**src/rtl/frx_pkg.sv**
```systemverilog
package frx_pkg;
  // register indices; byte address is four times the index
  localparam logic [7:0] IDX_OOK_AVG = 8'h16;
  localparam logic [7:0] IDX_RSVD_A = 8'h17;
  localparam logic [7:0] IDX_RSVD_B = 8'h18;
  localparam logic [7:0] IDX_RSVD_C = 8'h19;
  localparam logic [7:0] IDX_AGC_AFC = 8'h1a;
  localparam logic [7:0] IDX_AFC_HI = 8'h1b;
  localparam logic [7:0] IDX_AFC_LO = 8'h1c;
  localparam logic [7:0] IDX_FEI_HI = 8'h1d;
  localparam logic [7:0] IDX_FEI_LO = 8'h1e;
  localparam logic [7:0] IDX_PRE_DET = 8'h1f;
  localparam logic [7:0] IDX_TO_RSSI = 8'h20;
  localparam logic [7:0] IDX_TO_PRE = 8'h21;
  localparam logic [7:0] IDX_TO_SYNC = 8'h22;
  localparam logic [7:0] IDX_RX_DELAY = 8'h23;
  localparam logic [7:0] IDX_OSC = 8'h24;
  localparam int ADDR_LSB = 2;
  // reset values
  localparam logic [7:0] RST_OOK_AVG = 8'h12;
  localparam logic [7:0] RST_RSVD_A = 8'h47;
  localparam logic [7:0] RST_RSVD_B = 8'h32;
  localparam logic [7:0] RST_RSVD_C = 8'h3e;
  localparam logic [7:0] RST_PRE_DET = 8'haa;
  localparam logic [2:0] RST_CLK_SEL = 3'h7;
  localparam logic [7:0] RST_ZERO = 8'h00;
  // field positions
  localparam int F_DECAY_HI = 7;
  localparam int F_DECAY_LO = 5;
  localparam int F_OFS_HI = 3;
  localparam int F_OFS_LO = 2;
  localparam int F_FILT_HI = 1;
  localparam int F_FILT_LO = 0;
  localparam int F_AGC_START = 4;
  localparam int F_AFC_RSVD = 3;
  localparam int F_AFC_CLEAR = 1;
  localparam int F_AUTO_CLR = 0;
  localparam int F_PD_EN = 7;
  localparam int F_PD_LEN_HI = 6;
  localparam int F_PD_LEN_LO = 5;
  localparam int F_PD_TOL_HI = 4;
  localparam int F_PD_TOL_LO = 0;
  localparam int F_RC_CAL = 3;
  localparam int F_CLK_HI = 2;
  localparam int F_CLK_LO = 0;
  // timing multipliers: timeout and gap steps in bit periods, sub-ticks per chip
  localparam int TO_BITS_PER_STEP = 16;
  localparam int GAP_BITS_PER_STEP = 4;
  localparam logic [2:0] SUB_TICKS_PER_CHIP = 3'h4;
  typedef enum logic [2:0] {
    FRX_CLK_DIV1 = 3'b000, FRX_CLK_DIV2 = 3'b001, FRX_CLK_DIV4 = 3'b010,
    FRX_CLK_DIV8 = 3'b011, FRX_CLK_DIV16 = 3'b100, FRX_CLK_DIV32 = 3'b101,
    FRX_CLK_RC = 3'b110, FRX_CLK_OFF = 3'b111
  } frx_clk_sel_t;
  typedef enum logic [1:0] {
    FRX_GAP_IDLE = 2'b00, FRX_GAP_COUNT = 2'b01, FRX_GAP_FIRE = 2'b10
  } frx_gap_state_t;
endpackage

```
**src/rtl/frx_ctrl_regs.sv**
```systemverilog
`timescale 1ns/1ps
`default_nettype none
module frx_ctrl_regs
  import frx_pkg::*;
#(
  parameter int TO_W = 12,
  parameter int GAP_W = 10
) (
  input wire logic i_mclk,
  input wire logic i_sys_rst,
  input wire logic i_psel,
  input wire logic i_penable,
  input wire logic i_pwrite,
  input wire logic [31:0] i_paddr,
  input wire logic [31:0] i_pwdata,
  output logic [31:0] o_prdata,
  output logic o_pready,
  output logic o_pslverr,
  input wire logic i_rx_mode,
  input wire logic i_rx_enter,
  input wire logic i_bit_tick,
  input wire logic i_chip_tick,
  input wire logic i_sub_tick,
  input wire logic i_agc_phase,
  input wire logic i_level_event,
  input wire logic i_preamble_event,
  input wire logic i_sync_match_event,
  input wire logic i_auto_freq_correction_en,
  input wire logic i_afc_phase_start,
  input wire logic i_freq_correction_load,
  input wire logic [15:0] i_freq_correction_meas,
  input wire logic i_freq_error_load,
  input wire logic [15:0] i_freq_error_meas,
  input wire logic i_restart_request,
  input wire logic i_rc_osc_level,
  output logic o_slicer_decay_strobe,
  output logic [2:0] o_avg_threshold_offset_db,
  output logic [1:0] o_avg_threshold_filter,
  output logic o_gain_sequence_start,
  output logic [15:0] o_freq_correction_value,
  output logic o_preamble_detect_active,
  output logic [1:0] o_preamble_detect_bytes,
  output logic [4:0] o_preamble_chip_tolerance,
  output logic o_level_timeout,
  output logic o_preamble_timeout,
  output logic o_sync_timeout,
  output logic o_restart_launch,
  output logic o_rc_calibration_start,
  output logic o_rc_osc_en,
  output logic o_clock_output_bypass,
  output logic o_clock_output_pin
);

  //////////////////////////////////////////////////////////////////////
  function automatic logic [TO_W-1:0] to_limit(input logic [7:0] v);
    to_limit = TO_W'(v) * TO_W'(TO_BITS_PER_STEP);
  endfunction

  // the reserved size code reports zero bytes, but o_preamble_detect_active ignores the size code
  function automatic logic [1:0] det_bytes(input logic [1:0] len);
    det_bytes = (len == 2'h3) ? 2'h0 : len + 2'h1;
  endfunction

  // offset code steps in units of 2 dB
  function automatic logic [2:0] ofs_db(input logic [1:0] code);
    ofs_db = {code, 1'b0};
  endfunction

  logic [7:0] ook_avg_reg, rsvd_a_reg, rsvd_b_reg, rsvd_c_reg;
  logic agc_rsvd_reg, auto_clr_reg;
  logic [15:0] afc_reg, fei_reg;
  logic [7:0] fei_lo_snap_reg;
  logic [7:0] pre_det_reg;
  logic [7:0] lim_reg [3];
  logic [7:0] gap_reg;
  logic [2:0] clk_sel_reg;
  logic [31:0] prdata_reg;
  logic pready_reg, pslverr_reg;

  //////////////////////////////////////////////////////////////////////
  // bus decode; one wait state so read data leaves a flip-flop
  wire access_w = i_psel && i_penable;
  wire commit_w = access_w && pready_reg;
  wire [7:0] idx_w = i_paddr[ADDR_LSB+7:ADDR_LSB];
  wire in_map_w = (idx_w >= IDX_OOK_AVG) && (idx_w <= IDX_OSC)
                  && (i_paddr[ADDR_LSB-1:0] == 2'h0)
                  && (i_paddr[31:ADDR_LSB+8] == '0);
  wire wr_w = commit_w && i_pwrite && in_map_w;
  wire rd_hi_fei_w = commit_w && !i_pwrite && in_map_w && (idx_w == IDX_FEI_HI);
  wire [7:0] wb_w = i_pwdata[7:0];
  wire wr_agc_w = wr_w && (idx_w == IDX_AGC_AFC);
  wire wr_osc_w = wr_w && (idx_w == IDX_OSC);
  wire wr_ook_w = wr_w && (idx_w == IDX_OOK_AVG);
  wire wr_pre_w = wr_w && (idx_w == IDX_PRE_DET);

  logic [7:0] rd_mux_w;
  always_comb begin
    case (idx_w)
      IDX_OOK_AVG: rd_mux_w = ook_avg_reg;
      IDX_RSVD_A: rd_mux_w = rsvd_a_reg;
      IDX_RSVD_B: rd_mux_w = rsvd_b_reg;
      IDX_RSVD_C: rd_mux_w = rsvd_c_reg;
      // trigger and clear bits always read zero
      IDX_AGC_AFC: rd_mux_w = {4'h0, agc_rsvd_reg, 2'h0, auto_clr_reg};
      IDX_AFC_HI: rd_mux_w = afc_reg[15:8];
      IDX_AFC_LO: rd_mux_w = afc_reg[7:0];
      IDX_FEI_HI: rd_mux_w = fei_reg[15:8];
      IDX_FEI_LO: rd_mux_w = fei_lo_snap_reg;
      IDX_PRE_DET: rd_mux_w = pre_det_reg;
      IDX_TO_RSSI: rd_mux_w = lim_reg[0];
      IDX_TO_PRE: rd_mux_w = lim_reg[1];
      IDX_TO_SYNC: rd_mux_w = lim_reg[2];
      IDX_RX_DELAY: rd_mux_w = gap_reg;
      IDX_OSC: rd_mux_w = {5'h00, clk_sel_reg};
      default: rd_mux_w = 8'h00;
    endcase
  end

  always_ff @(posedge i_mclk) begin
    if (i_sys_rst) begin
      pready_reg <= 1'b0;
      pslverr_reg <= 1'b0;
      prdata_reg <= '0;
    end else begin
      pready_reg <= access_w && !pready_reg;
      pslverr_reg <= access_w && !pready_reg && !in_map_w;
      prdata_reg <= (access_w && !pready_reg && !i_pwrite && in_map_w)
                    ? {24'h000000, rd_mux_w} : 32'h00000000;
    end
  end

  //////////////////////////////////////////////////////////////////////
  // configuration registers
  always_ff @(posedge i_mclk) begin
    if (i_sys_rst) begin
      ook_avg_reg <= RST_OOK_AVG;
      rsvd_a_reg <= RST_RSVD_A;
      rsvd_b_reg <= RST_RSVD_B;
      rsvd_c_reg <= RST_RSVD_C;
      agc_rsvd_reg <= 1'b0;
      auto_clr_reg <= 1'b0;
      pre_det_reg <= RST_PRE_DET;
      for (int i = 0; i < 3; i++) lim_reg[i] <= RST_ZERO;
      gap_reg <= RST_ZERO;
      clk_sel_reg <= RST_CLK_SEL;
    end else if (wr_w) begin
      case (idx_w)
        IDX_OOK_AVG: ook_avg_reg <= wb_w;
        // stored as written; software is expected to leave these alone
        IDX_RSVD_A: rsvd_a_reg <= wb_w;
        IDX_RSVD_B: rsvd_b_reg <= wb_w;
        IDX_RSVD_C: rsvd_c_reg <= wb_w;
        IDX_AGC_AFC: begin
          agc_rsvd_reg <= wb_w[F_AFC_RSVD];
          auto_clr_reg <= wb_w[F_AUTO_CLR];
        end
        IDX_PRE_DET: pre_det_reg <= wb_w;
        IDX_TO_RSSI: lim_reg[0] <= wb_w;
        IDX_TO_PRE: lim_reg[1] <= wb_w;
        IDX_TO_SYNC: lim_reg[2] <= wb_w;
        IDX_RX_DELAY: gap_reg <= wb_w;
        IDX_OSC: clk_sel_reg <= wb_w[F_CLK_HI:F_CLK_LO];
        default: ;
      endcase
    end
  end

  //////////////////////////////////////////////////////////////////////
  // frequency correction and error words
  wire afc_clr_w = (wr_agc_w && wb_w[F_AFC_CLEAR] && i_rx_mode)
                   || (i_afc_phase_start && i_auto_freq_correction_en && auto_clr_reg);
  logic [15:0] afc_next;
  always_comb begin
    afc_next = afc_reg;
    if (afc_clr_w) afc_next = 16'h0000;
    if (wr_w && idx_w == IDX_AFC_HI) afc_next[15:8] = wb_w;
    if (wr_w && idx_w == IDX_AFC_LO) afc_next[7:0] = wb_w;
    // a fresh measurement wins over any clear in the same cycle
    if (i_freq_correction_load) afc_next = i_freq_correction_meas;
  end

  always_ff @(posedge i_mclk) begin
    if (i_sys_rst) begin
      afc_reg <= 16'h0000;
      fei_reg <= 16'h0000;
      fei_lo_snap_reg <= 8'h00;
    end else begin
      afc_reg <= afc_next;
      if (i_freq_error_load) fei_reg <= i_freq_error_meas;
      // high-byte read freezes the low half so the pair matches
      if (rd_hi_fei_w) fei_lo_snap_reg <= fei_reg[7:0];
    end
  end

  //////////////////////////////////////////////////////////////////////
  // slicer threshold decay strobe
  wire [2:0] decay_w = ook_avg_reg[F_DECAY_HI:F_DECAY_LO];
  logic [2:0] chip_cnt_reg;
  logic [3:0] sub_cnt_reg;
  // codes 0-3 count chips, codes 4-7 count quarters of a chip
  wire [2:0] chip_mask_w = 3'((4'h1 << decay_w[1:0]) - 4'h1);
  // codes 4-7 strobe every 8, 4, 2 or 1 sub-ticks, i.e. once per 2 chips up to 4 times per chip
  wire [3:0] sub_mask_w = (4'h8 >> decay_w[1:0]) - 4'h1;
  wire chip_hit_w = i_chip_tick && ((chip_cnt_reg & chip_mask_w) == chip_mask_w);
  wire sub_hit_w = i_sub_tick && ((sub_cnt_reg & sub_mask_w) == sub_mask_w);
  always_ff @(posedge i_mclk) begin
    if (i_sys_rst) begin
      chip_cnt_reg <= 3'h0;
      sub_cnt_reg <= 4'h0;
      o_slicer_decay_strobe <= 1'b0;
    end else begin
      if (i_chip_tick) chip_cnt_reg <= chip_cnt_reg + 3'h1;
      if (i_sub_tick) sub_cnt_reg <= sub_cnt_reg + 4'h1;
      o_slicer_decay_strobe <= decay_w[2] ? sub_hit_w : chip_hit_w;
    end
  end

  //////////////////////////////////////////////////////////////////////
  // receive timeouts: 0 level, 1 preamble, 2 sync
  logic [TO_W-1:0] to_cnt_reg [3];
  logic [2:0] to_run_reg, to_fire_reg;
  wire [2:0] to_evt_w = {i_sync_match_event, i_preamble_event, i_level_event};
  always_ff @(posedge i_mclk) begin
    if (i_sys_rst) begin
      to_run_reg <= 3'h0;
      to_fire_reg <= 3'h0;
      for (int i = 0; i < 3; i++) to_cnt_reg[i] <= '0;
    end else begin
      for (int i = 0; i < 3; i++) begin
        to_fire_reg[i] <= 1'b0;
        if (i_rx_enter) begin
          // a zero limit never arms its counter, so a disabled timeout stays silent
          to_cnt_reg[i] <= '0;
          to_run_reg[i] <= (lim_reg[i] != 8'h00);
        end else if (to_evt_w[i]) begin
          to_run_reg[i] <= 1'b0;
        end else if (to_run_reg[i] && i_bit_tick) begin
          to_cnt_reg[i] <= to_cnt_reg[i] + 1'b1;
          if (to_cnt_reg[i] + 1'b1 == to_limit(lim_reg[i])) begin
            to_fire_reg[i] <= 1'b1;
            to_run_reg[i] <= 1'b0;
          end
        end
      end
    end
  end

  //////////////////////////////////////////////////////////////////////
  // automatic restart gap
  frx_gap_state_t gap_st_reg;
  logic [GAP_W-1:0] gap_cnt_reg;
  wire [GAP_W-1:0] gap_lim_w = GAP_W'(gap_reg) * GAP_W'(GAP_BITS_PER_STEP);
  always_ff @(posedge i_mclk) begin
    if (i_sys_rst) begin
      gap_st_reg <= FRX_GAP_IDLE;
      gap_cnt_reg <= '0;
    end else begin
      case (gap_st_reg)
        FRX_GAP_IDLE: begin
          gap_cnt_reg <= '0;
          if (i_restart_request) begin
            gap_st_reg <= (gap_reg == 8'h00) ? FRX_GAP_FIRE : FRX_GAP_COUNT;
          end
        end
        FRX_GAP_COUNT: begin
          if (i_bit_tick) begin
            gap_cnt_reg <= gap_cnt_reg + 1'b1;
            if (gap_cnt_reg + 1'b1 == gap_lim_w) gap_st_reg <= FRX_GAP_FIRE;
          end
        end
        // a zero gap still passes through here, so every restart is one pulse
        FRX_GAP_FIRE: gap_st_reg <= FRX_GAP_IDLE;
        default: gap_st_reg <= FRX_GAP_IDLE;
      endcase
    end
  end

  //////////////////////////////////////////////////////////////////////
  // clock output divider and outputs
  logic [4:0] div_reg;
  frx_clk_sel_t sel_w;
  assign sel_w = frx_clk_sel_t'(clk_sel_reg);
  logic pin_next;
  always_comb begin
    case (sel_w)
      FRX_CLK_DIV2: pin_next = div_reg[0];
      FRX_CLK_DIV4: pin_next = div_reg[1];
      FRX_CLK_DIV8: pin_next = div_reg[2];
      FRX_CLK_DIV16: pin_next = div_reg[3];
      FRX_CLK_DIV32: pin_next = div_reg[4];
      FRX_CLK_RC: pin_next = i_rc_osc_level;
      default: pin_next = 1'b0;
    endcase
  end

  always_ff @(posedge i_mclk) begin
    if (i_sys_rst) begin
      div_reg <= 5'h00;
      o_clock_output_pin <= 1'b0;
      o_clock_output_bypass <= 1'b0;
      o_rc_osc_en <= 1'b0;
      o_rc_calibration_start <= 1'b0;
      o_gain_sequence_start <= 1'b0;
      o_restart_launch <= 1'b0;
      o_preamble_detect_active <= 1'b0;
    end else begin
      div_reg <= div_reg + 5'h01;
      // a full-rate clock cannot come from a flip-flop; the pad mux takes it
      o_clock_output_bypass <= (sel_w == FRX_CLK_DIV1);
      o_clock_output_pin <= pin_next;
      o_rc_osc_en <= (sel_w == FRX_CLK_RC);
      o_rc_calibration_start <= wr_osc_w && wb_w[F_RC_CAL];
      o_gain_sequence_start <= wr_agc_w && wb_w[F_AGC_START];
      o_restart_launch <= (gap_st_reg == FRX_GAP_FIRE);
      o_preamble_detect_active <= pre_det_reg[F_PD_EN] && !i_agc_phase;
    end
  end

  //////////////////////////////////////////////////////////////////////
  // decoded fields are flopped from the write data so they move with their register
  always_ff @(posedge i_mclk) begin
    if (i_sys_rst) begin
      o_avg_threshold_offset_db <= ofs_db(RST_OOK_AVG[F_OFS_HI:F_OFS_LO]);
      o_preamble_detect_bytes <= det_bytes(RST_PRE_DET[F_PD_LEN_HI:F_PD_LEN_LO]);
    end else begin
      if (wr_ook_w) o_avg_threshold_offset_db <= ofs_db(wb_w[F_OFS_HI:F_OFS_LO]);
      if (wr_pre_w) o_preamble_detect_bytes <= det_bytes(wb_w[F_PD_LEN_HI:F_PD_LEN_LO]);
    end
  end

  assign o_prdata = prdata_reg;
  assign o_pready = pready_reg;
  assign o_pslverr = pslverr_reg;
  assign o_freq_correction_value = afc_reg;
  assign o_level_timeout = to_fire_reg[0];
  assign o_preamble_timeout = to_fire_reg[1];
  assign o_sync_timeout = to_fire_reg[2];
  assign o_avg_threshold_filter = ook_avg_reg[F_FILT_HI:F_FILT_LO];
  assign o_preamble_chip_tolerance = pre_det_reg[F_PD_TOL_HI:F_PD_TOL_LO];
endmodule
`default_nettype wire

```
**config.mk**
```make
export PLATFORM = sky130hd
export DESIGN_NAME = frx_ctrl_regs
export DESIGN_NICKNAME = d
export VERILOG_FILES = /design/src/rtl/frx_pkg.sv /design/src/rtl/frx_ctrl_regs.sv
export SDC_FILE = /design/constraint.sdc
export NUM_CORES = 1
export LEC_CHECK = 0
export BUFFER_PORTS_ARGS = -buffer_cell sky130_fd_sc_hd__buf_2
export CELL_PAD_IN_SITES_DETAIL_PLACEMENT = 1
export CELL_PAD_IN_SITES_GLOBAL_PLACEMENT = 2
export CORE_UTILIZATION = 37
export DETAILED_ROUTE_END_ITERATION = 16
export PLACE_DENSITY_LB_ADDON = 0.1
export SLEW_MARGIN = 20
export SYNTH_ARGS = -nofsm -noshare
export SYNTH_HDL_FRONTEND = slang
export SYNTH_SLANG_ARGS = --single-unit
```
**constraint.sdc**
```tcl
create_clock -name i_mclk -period 4.8 [get_ports i_mclk]
set_clock_uncertainty 0.15 [all_clocks]
set_input_delay 0.24 -clock i_mclk [delete_from_list [all_inputs] [get_ports i_mclk]]
set_output_delay 0.24 -clock i_mclk [all_outputs]
set_load 0.05 [all_outputs]
```
==> results.yml <==
placed_design:
  placed_cell_area_um2: 11100
  gp_congestion: 0.790
  dpl.hpwl_um: 22300
  post-place-ws_ns: 1.67
  port_buffers: 139
setup_path:
  required_ns: 5.07
  end_kind: "flip-flop"
  rr_endpoint: "to_run_reg[1]"
  start_kind: "flip-flop"
  critPathBufInv: 1
  r2r_slack_ns: 1.68
  rr_worst_depth: 8
  rr_startpoint: "to_cnt_reg[1][0]"
  crit_chain: "ha_1 -> nand4_1 -> nor3_1 -> mux2i_1 -> a311oi_1 -> a41o_1 -> a21oi_1 -> dlygate4sd3_1"
  slowest_stage: "dlygate4sd3_1"
  arrival_ns: 3.39
  crit_fanout: 6
  critPathMaxStageDelay_ns: 0.59
  crit_family: "compound AO/OA/AOI/OAI gates"
  critPathKind: "reg2reg"
routing:
  drc: 0
  ant_nets: 0
  firstDrtPassIters: 8
  drtIter0Drc: 629
  vias: 8760
  wl_um: 32500
  routedWlPerCell_um: 19.8
  via_per_inst: 5.34
sta:
  final.setup.tns_ns: 0
  rsz0062_at_grt: "no"
  timing.fmax_mhz: 320
  maxSlewHeadroom_pct: 31.4
  setup_viol: 0
  final-hold-violation-count: 0
  worst_slew_pin_slew_ns: 1.03
  holdWs_ns: 0.00381
  slew_violations: 0
  final.setup.worst_slack_ns: 1.68
  fin_crit_ns: 3.12
  period_share_pct: 65.1
pwr:
  seqPwrFrac_pct: 44.0
  power.switching_w: 0.00105
  clkPwrFrac_pct: 46.8
  cellInternalPower_w: 0.00316
  leakage_nw: 5.02
  power_frac_comb_pct: 9.2
  vdd.ir_drop.worst_uv: 224
  p_sw_share_pct: 25.0
  p_per_area_nw_per_um2: 337
floorplan:
  die_w_um: 170
  rows: 61
  die-area_um2: 28800
  start_util_pct: 37.6
  core_um2: 27700
  die_height_um: 170
  io_pins: 189
synth:
  synth-async-reset-ratio_pct: 0
  syn-cell-area_um2: 10400
  ys_ff_latch: 202
  ys_types: 70
  syn_area_per_cell_um2: 9.39
  seq_area_frac_synth_pct: 44.6
  synth_edf_count: 60
  synth_area_leaders: "dfxtp_1 (27%), edfxtp_1 (17%), mux2i_1 (5.6%)"
  ys.flop_type: "dfxtp_1"
  yosys_warnings: 0
  yosysTopAreaCell: "dfxtp_1"
  synth_top_area_share_pct: 27.3
  synthCells: 1109
global_routing:
  overflow: 0
  grt_max_degree: 73
  antenna_found_initial: 0
  grt_pass1_wl_um: 51100
  track_usage_pct: 22.8
  grt_pass1_vias: 8926
clocking:
  cts_max_path_buffers: 3
  cts_setup_buffers: 0
  cts_inserted_buffers: 25
  clkLatencyLatePin_ns: 0.53
  cts_tree: "yes"
  htreeDepth: 1
  cts_root_buf: "clkbuf_16"
  post_cts_resized: 0
  clk_pin_slew_worst_paths_ns: 0.06
  cts_sinks: 202
worst_hold_path:
  holdPathStages: 3
  hold_path_class: "in2reg"
  min_to: "ook_avg_reg[3]"
  worstHoldStart: "i_pwdata[3]"
cells_and_area:
  utilization_pct: 45.1
  antenna_cells: 0
  largest_reg_flops: 36
  final_area_um2: 12500
  nFillCells: 3195
  area_growth_pct: 20.0
  nets: 1368
  final_layout_size_suffix_gt1_share_pct: 17.0
status:
  status: "completed"
run:
  max_cap_viol_count: 0
tightest hold or removal path, stage by stage:
cell and delay [ns]:
buf_2 0.22, nand2_1 0.10, a21oi_1 0.06
stage by stage:
step	power (W)	std cells
after floorplan	0.00214	1133
after global placement	0.00225	1546
after detailed placement	0.00225	1546
after CTS	0.00426	1641
after global routing	0.00437	1641
final	0.00422	1641
power groups by stage:
stage / logic (W) / clock network (W) / registers, W
after global placement: 0.000352 / 0 / 0.00189
after detailed placement: 0.000356 / 0 / 0.00189
after global routing: 0.000419 / 0.00209 / 0.00186
after CTS: 0.000388 / 0.00202 / 0.00186
final: 0.000386 / 0.00197 / 0.00186
after floorplan: 0.000238 / 0 / 0.00190
synthesized netlist by cell type, types with 4 or more instances:
cell	number
mux2i_1	58
nand2_1	78
nor2_1	153
a21oi_1	54
nand4_1	14
a21o_1	6
o2bb2ai_1	8
dfxtp_1	142
nor2b_1	18
and3_1	11
a211oi_1	4
a222oi_1	10
buf_2	20
edfxtp_1	60
clkbuf_1	52
inv_1	27
a32oi_1	10
nand2b_1	5
mux2_2	10
buf_4	36
o22ai_1	4
nor4_1	17
nor3b_1	6
a221oi_1	6
ha_1	8
and2_1	11
o21a_1	9
a22oi_1	17
nor3_1	24
xnor2_1	43
xnor3_1	7
nand3_1	39
xor2_1	20
or4_1	8
or3_1	7
a22o_1	9
a211o_1	16
o21ai_0	22
a31oi_1	8
nand3b_1	5
how the worst max path moves through the flow:
stage,start,endpoint,depth (start not counted)
6_report,to_cnt_reg[1][0],to_run_reg[1],8
5_1_grt,to_cnt_reg[1][0],to_run_reg[1],8
4_1_cts,to_cnt_reg[1][0],to_run_reg[1],8
3_5_place_dp,i_paddr[7],fei_lo_snap_reg[5],8
3_3_place_gp,i_paddr[7],fei_lo_snap_reg[3],8
2_1_floorplan,o_pready,lim_reg[0][10],6
cell families (layout without fill, tap and decap cells):
family | count (synthesis) | in the layout | share of synthesized area [%]
AO/OA/AOI/OAI | 203 | 203 | 13.8
XOR/XNOR | 70 | 70 | 6.81
adder cells (fa/ha/maj) | 8 | 8 | 0.961
buffers and inverters | 138 | 268 | 6.73
flip-flops | 202 | 202 | 44.6
multiplexers | 69 | 69 | 6.87
other | 1 | 25 | 0.0360
AND/OR/NAND/NOR | 418 | 418 | 20.2
placed cells by master (no fill, tap or decap), types with 9 or more instances in the layout:
master / instances
and3_1: 11
nor4_1: 17
a22o_1: 9
inv_1: 27
o21a_1: 9
xor2_1: 20
nand3_1: 39
nand2_1: 78
o21ai_0: 22
a211o_1: 16
a21oi_1: 54
a22oi_1: 17
dfxtp_1: 142
clkbuf_16: 26
a222oi_1: 10
dlygate4sd3_1: 49
xnor2_1: 43
edfxtp_1: 60
nor3_1: 24
conb_1: 25
nor2_1: 153
a32oi_1: 10
buf_2: 138
mux2_2: 10
and2_1: 11
mux2i_1: 58
nor2b_1: 17
nand4_1: 14
metal layers:
metal | track usage, % | wire [µm]
met1 | 29.7 | 14900
met2 | 39.9 | 15900
met3 | 2.87 | 1190
met4 | 5.33 | 570
met5 | 0 | 0
final cells by class:
type                    instances  area, µm²  share of cell area [%]
repair buffers                195       1240                    9.93
well taps                     378        473                    3.78
clock inverters                 9        103                   0.821
flip-flops and latches        202       4640                    37.2
inverters                      27        101                   0.811
clock buffers                  37        772                    6.18
multi-input cells             793       5160                    41.3
timing repair:
| item | in CTS | in global routing |
|---|---|---|
| hold buffers | 49 | 0 |
| setup endpoints to repair | 0 | 0 |
| hold endpoints to repair | 57 | 0 |
No activity file was read; power rests on OpenSTA's default activity.
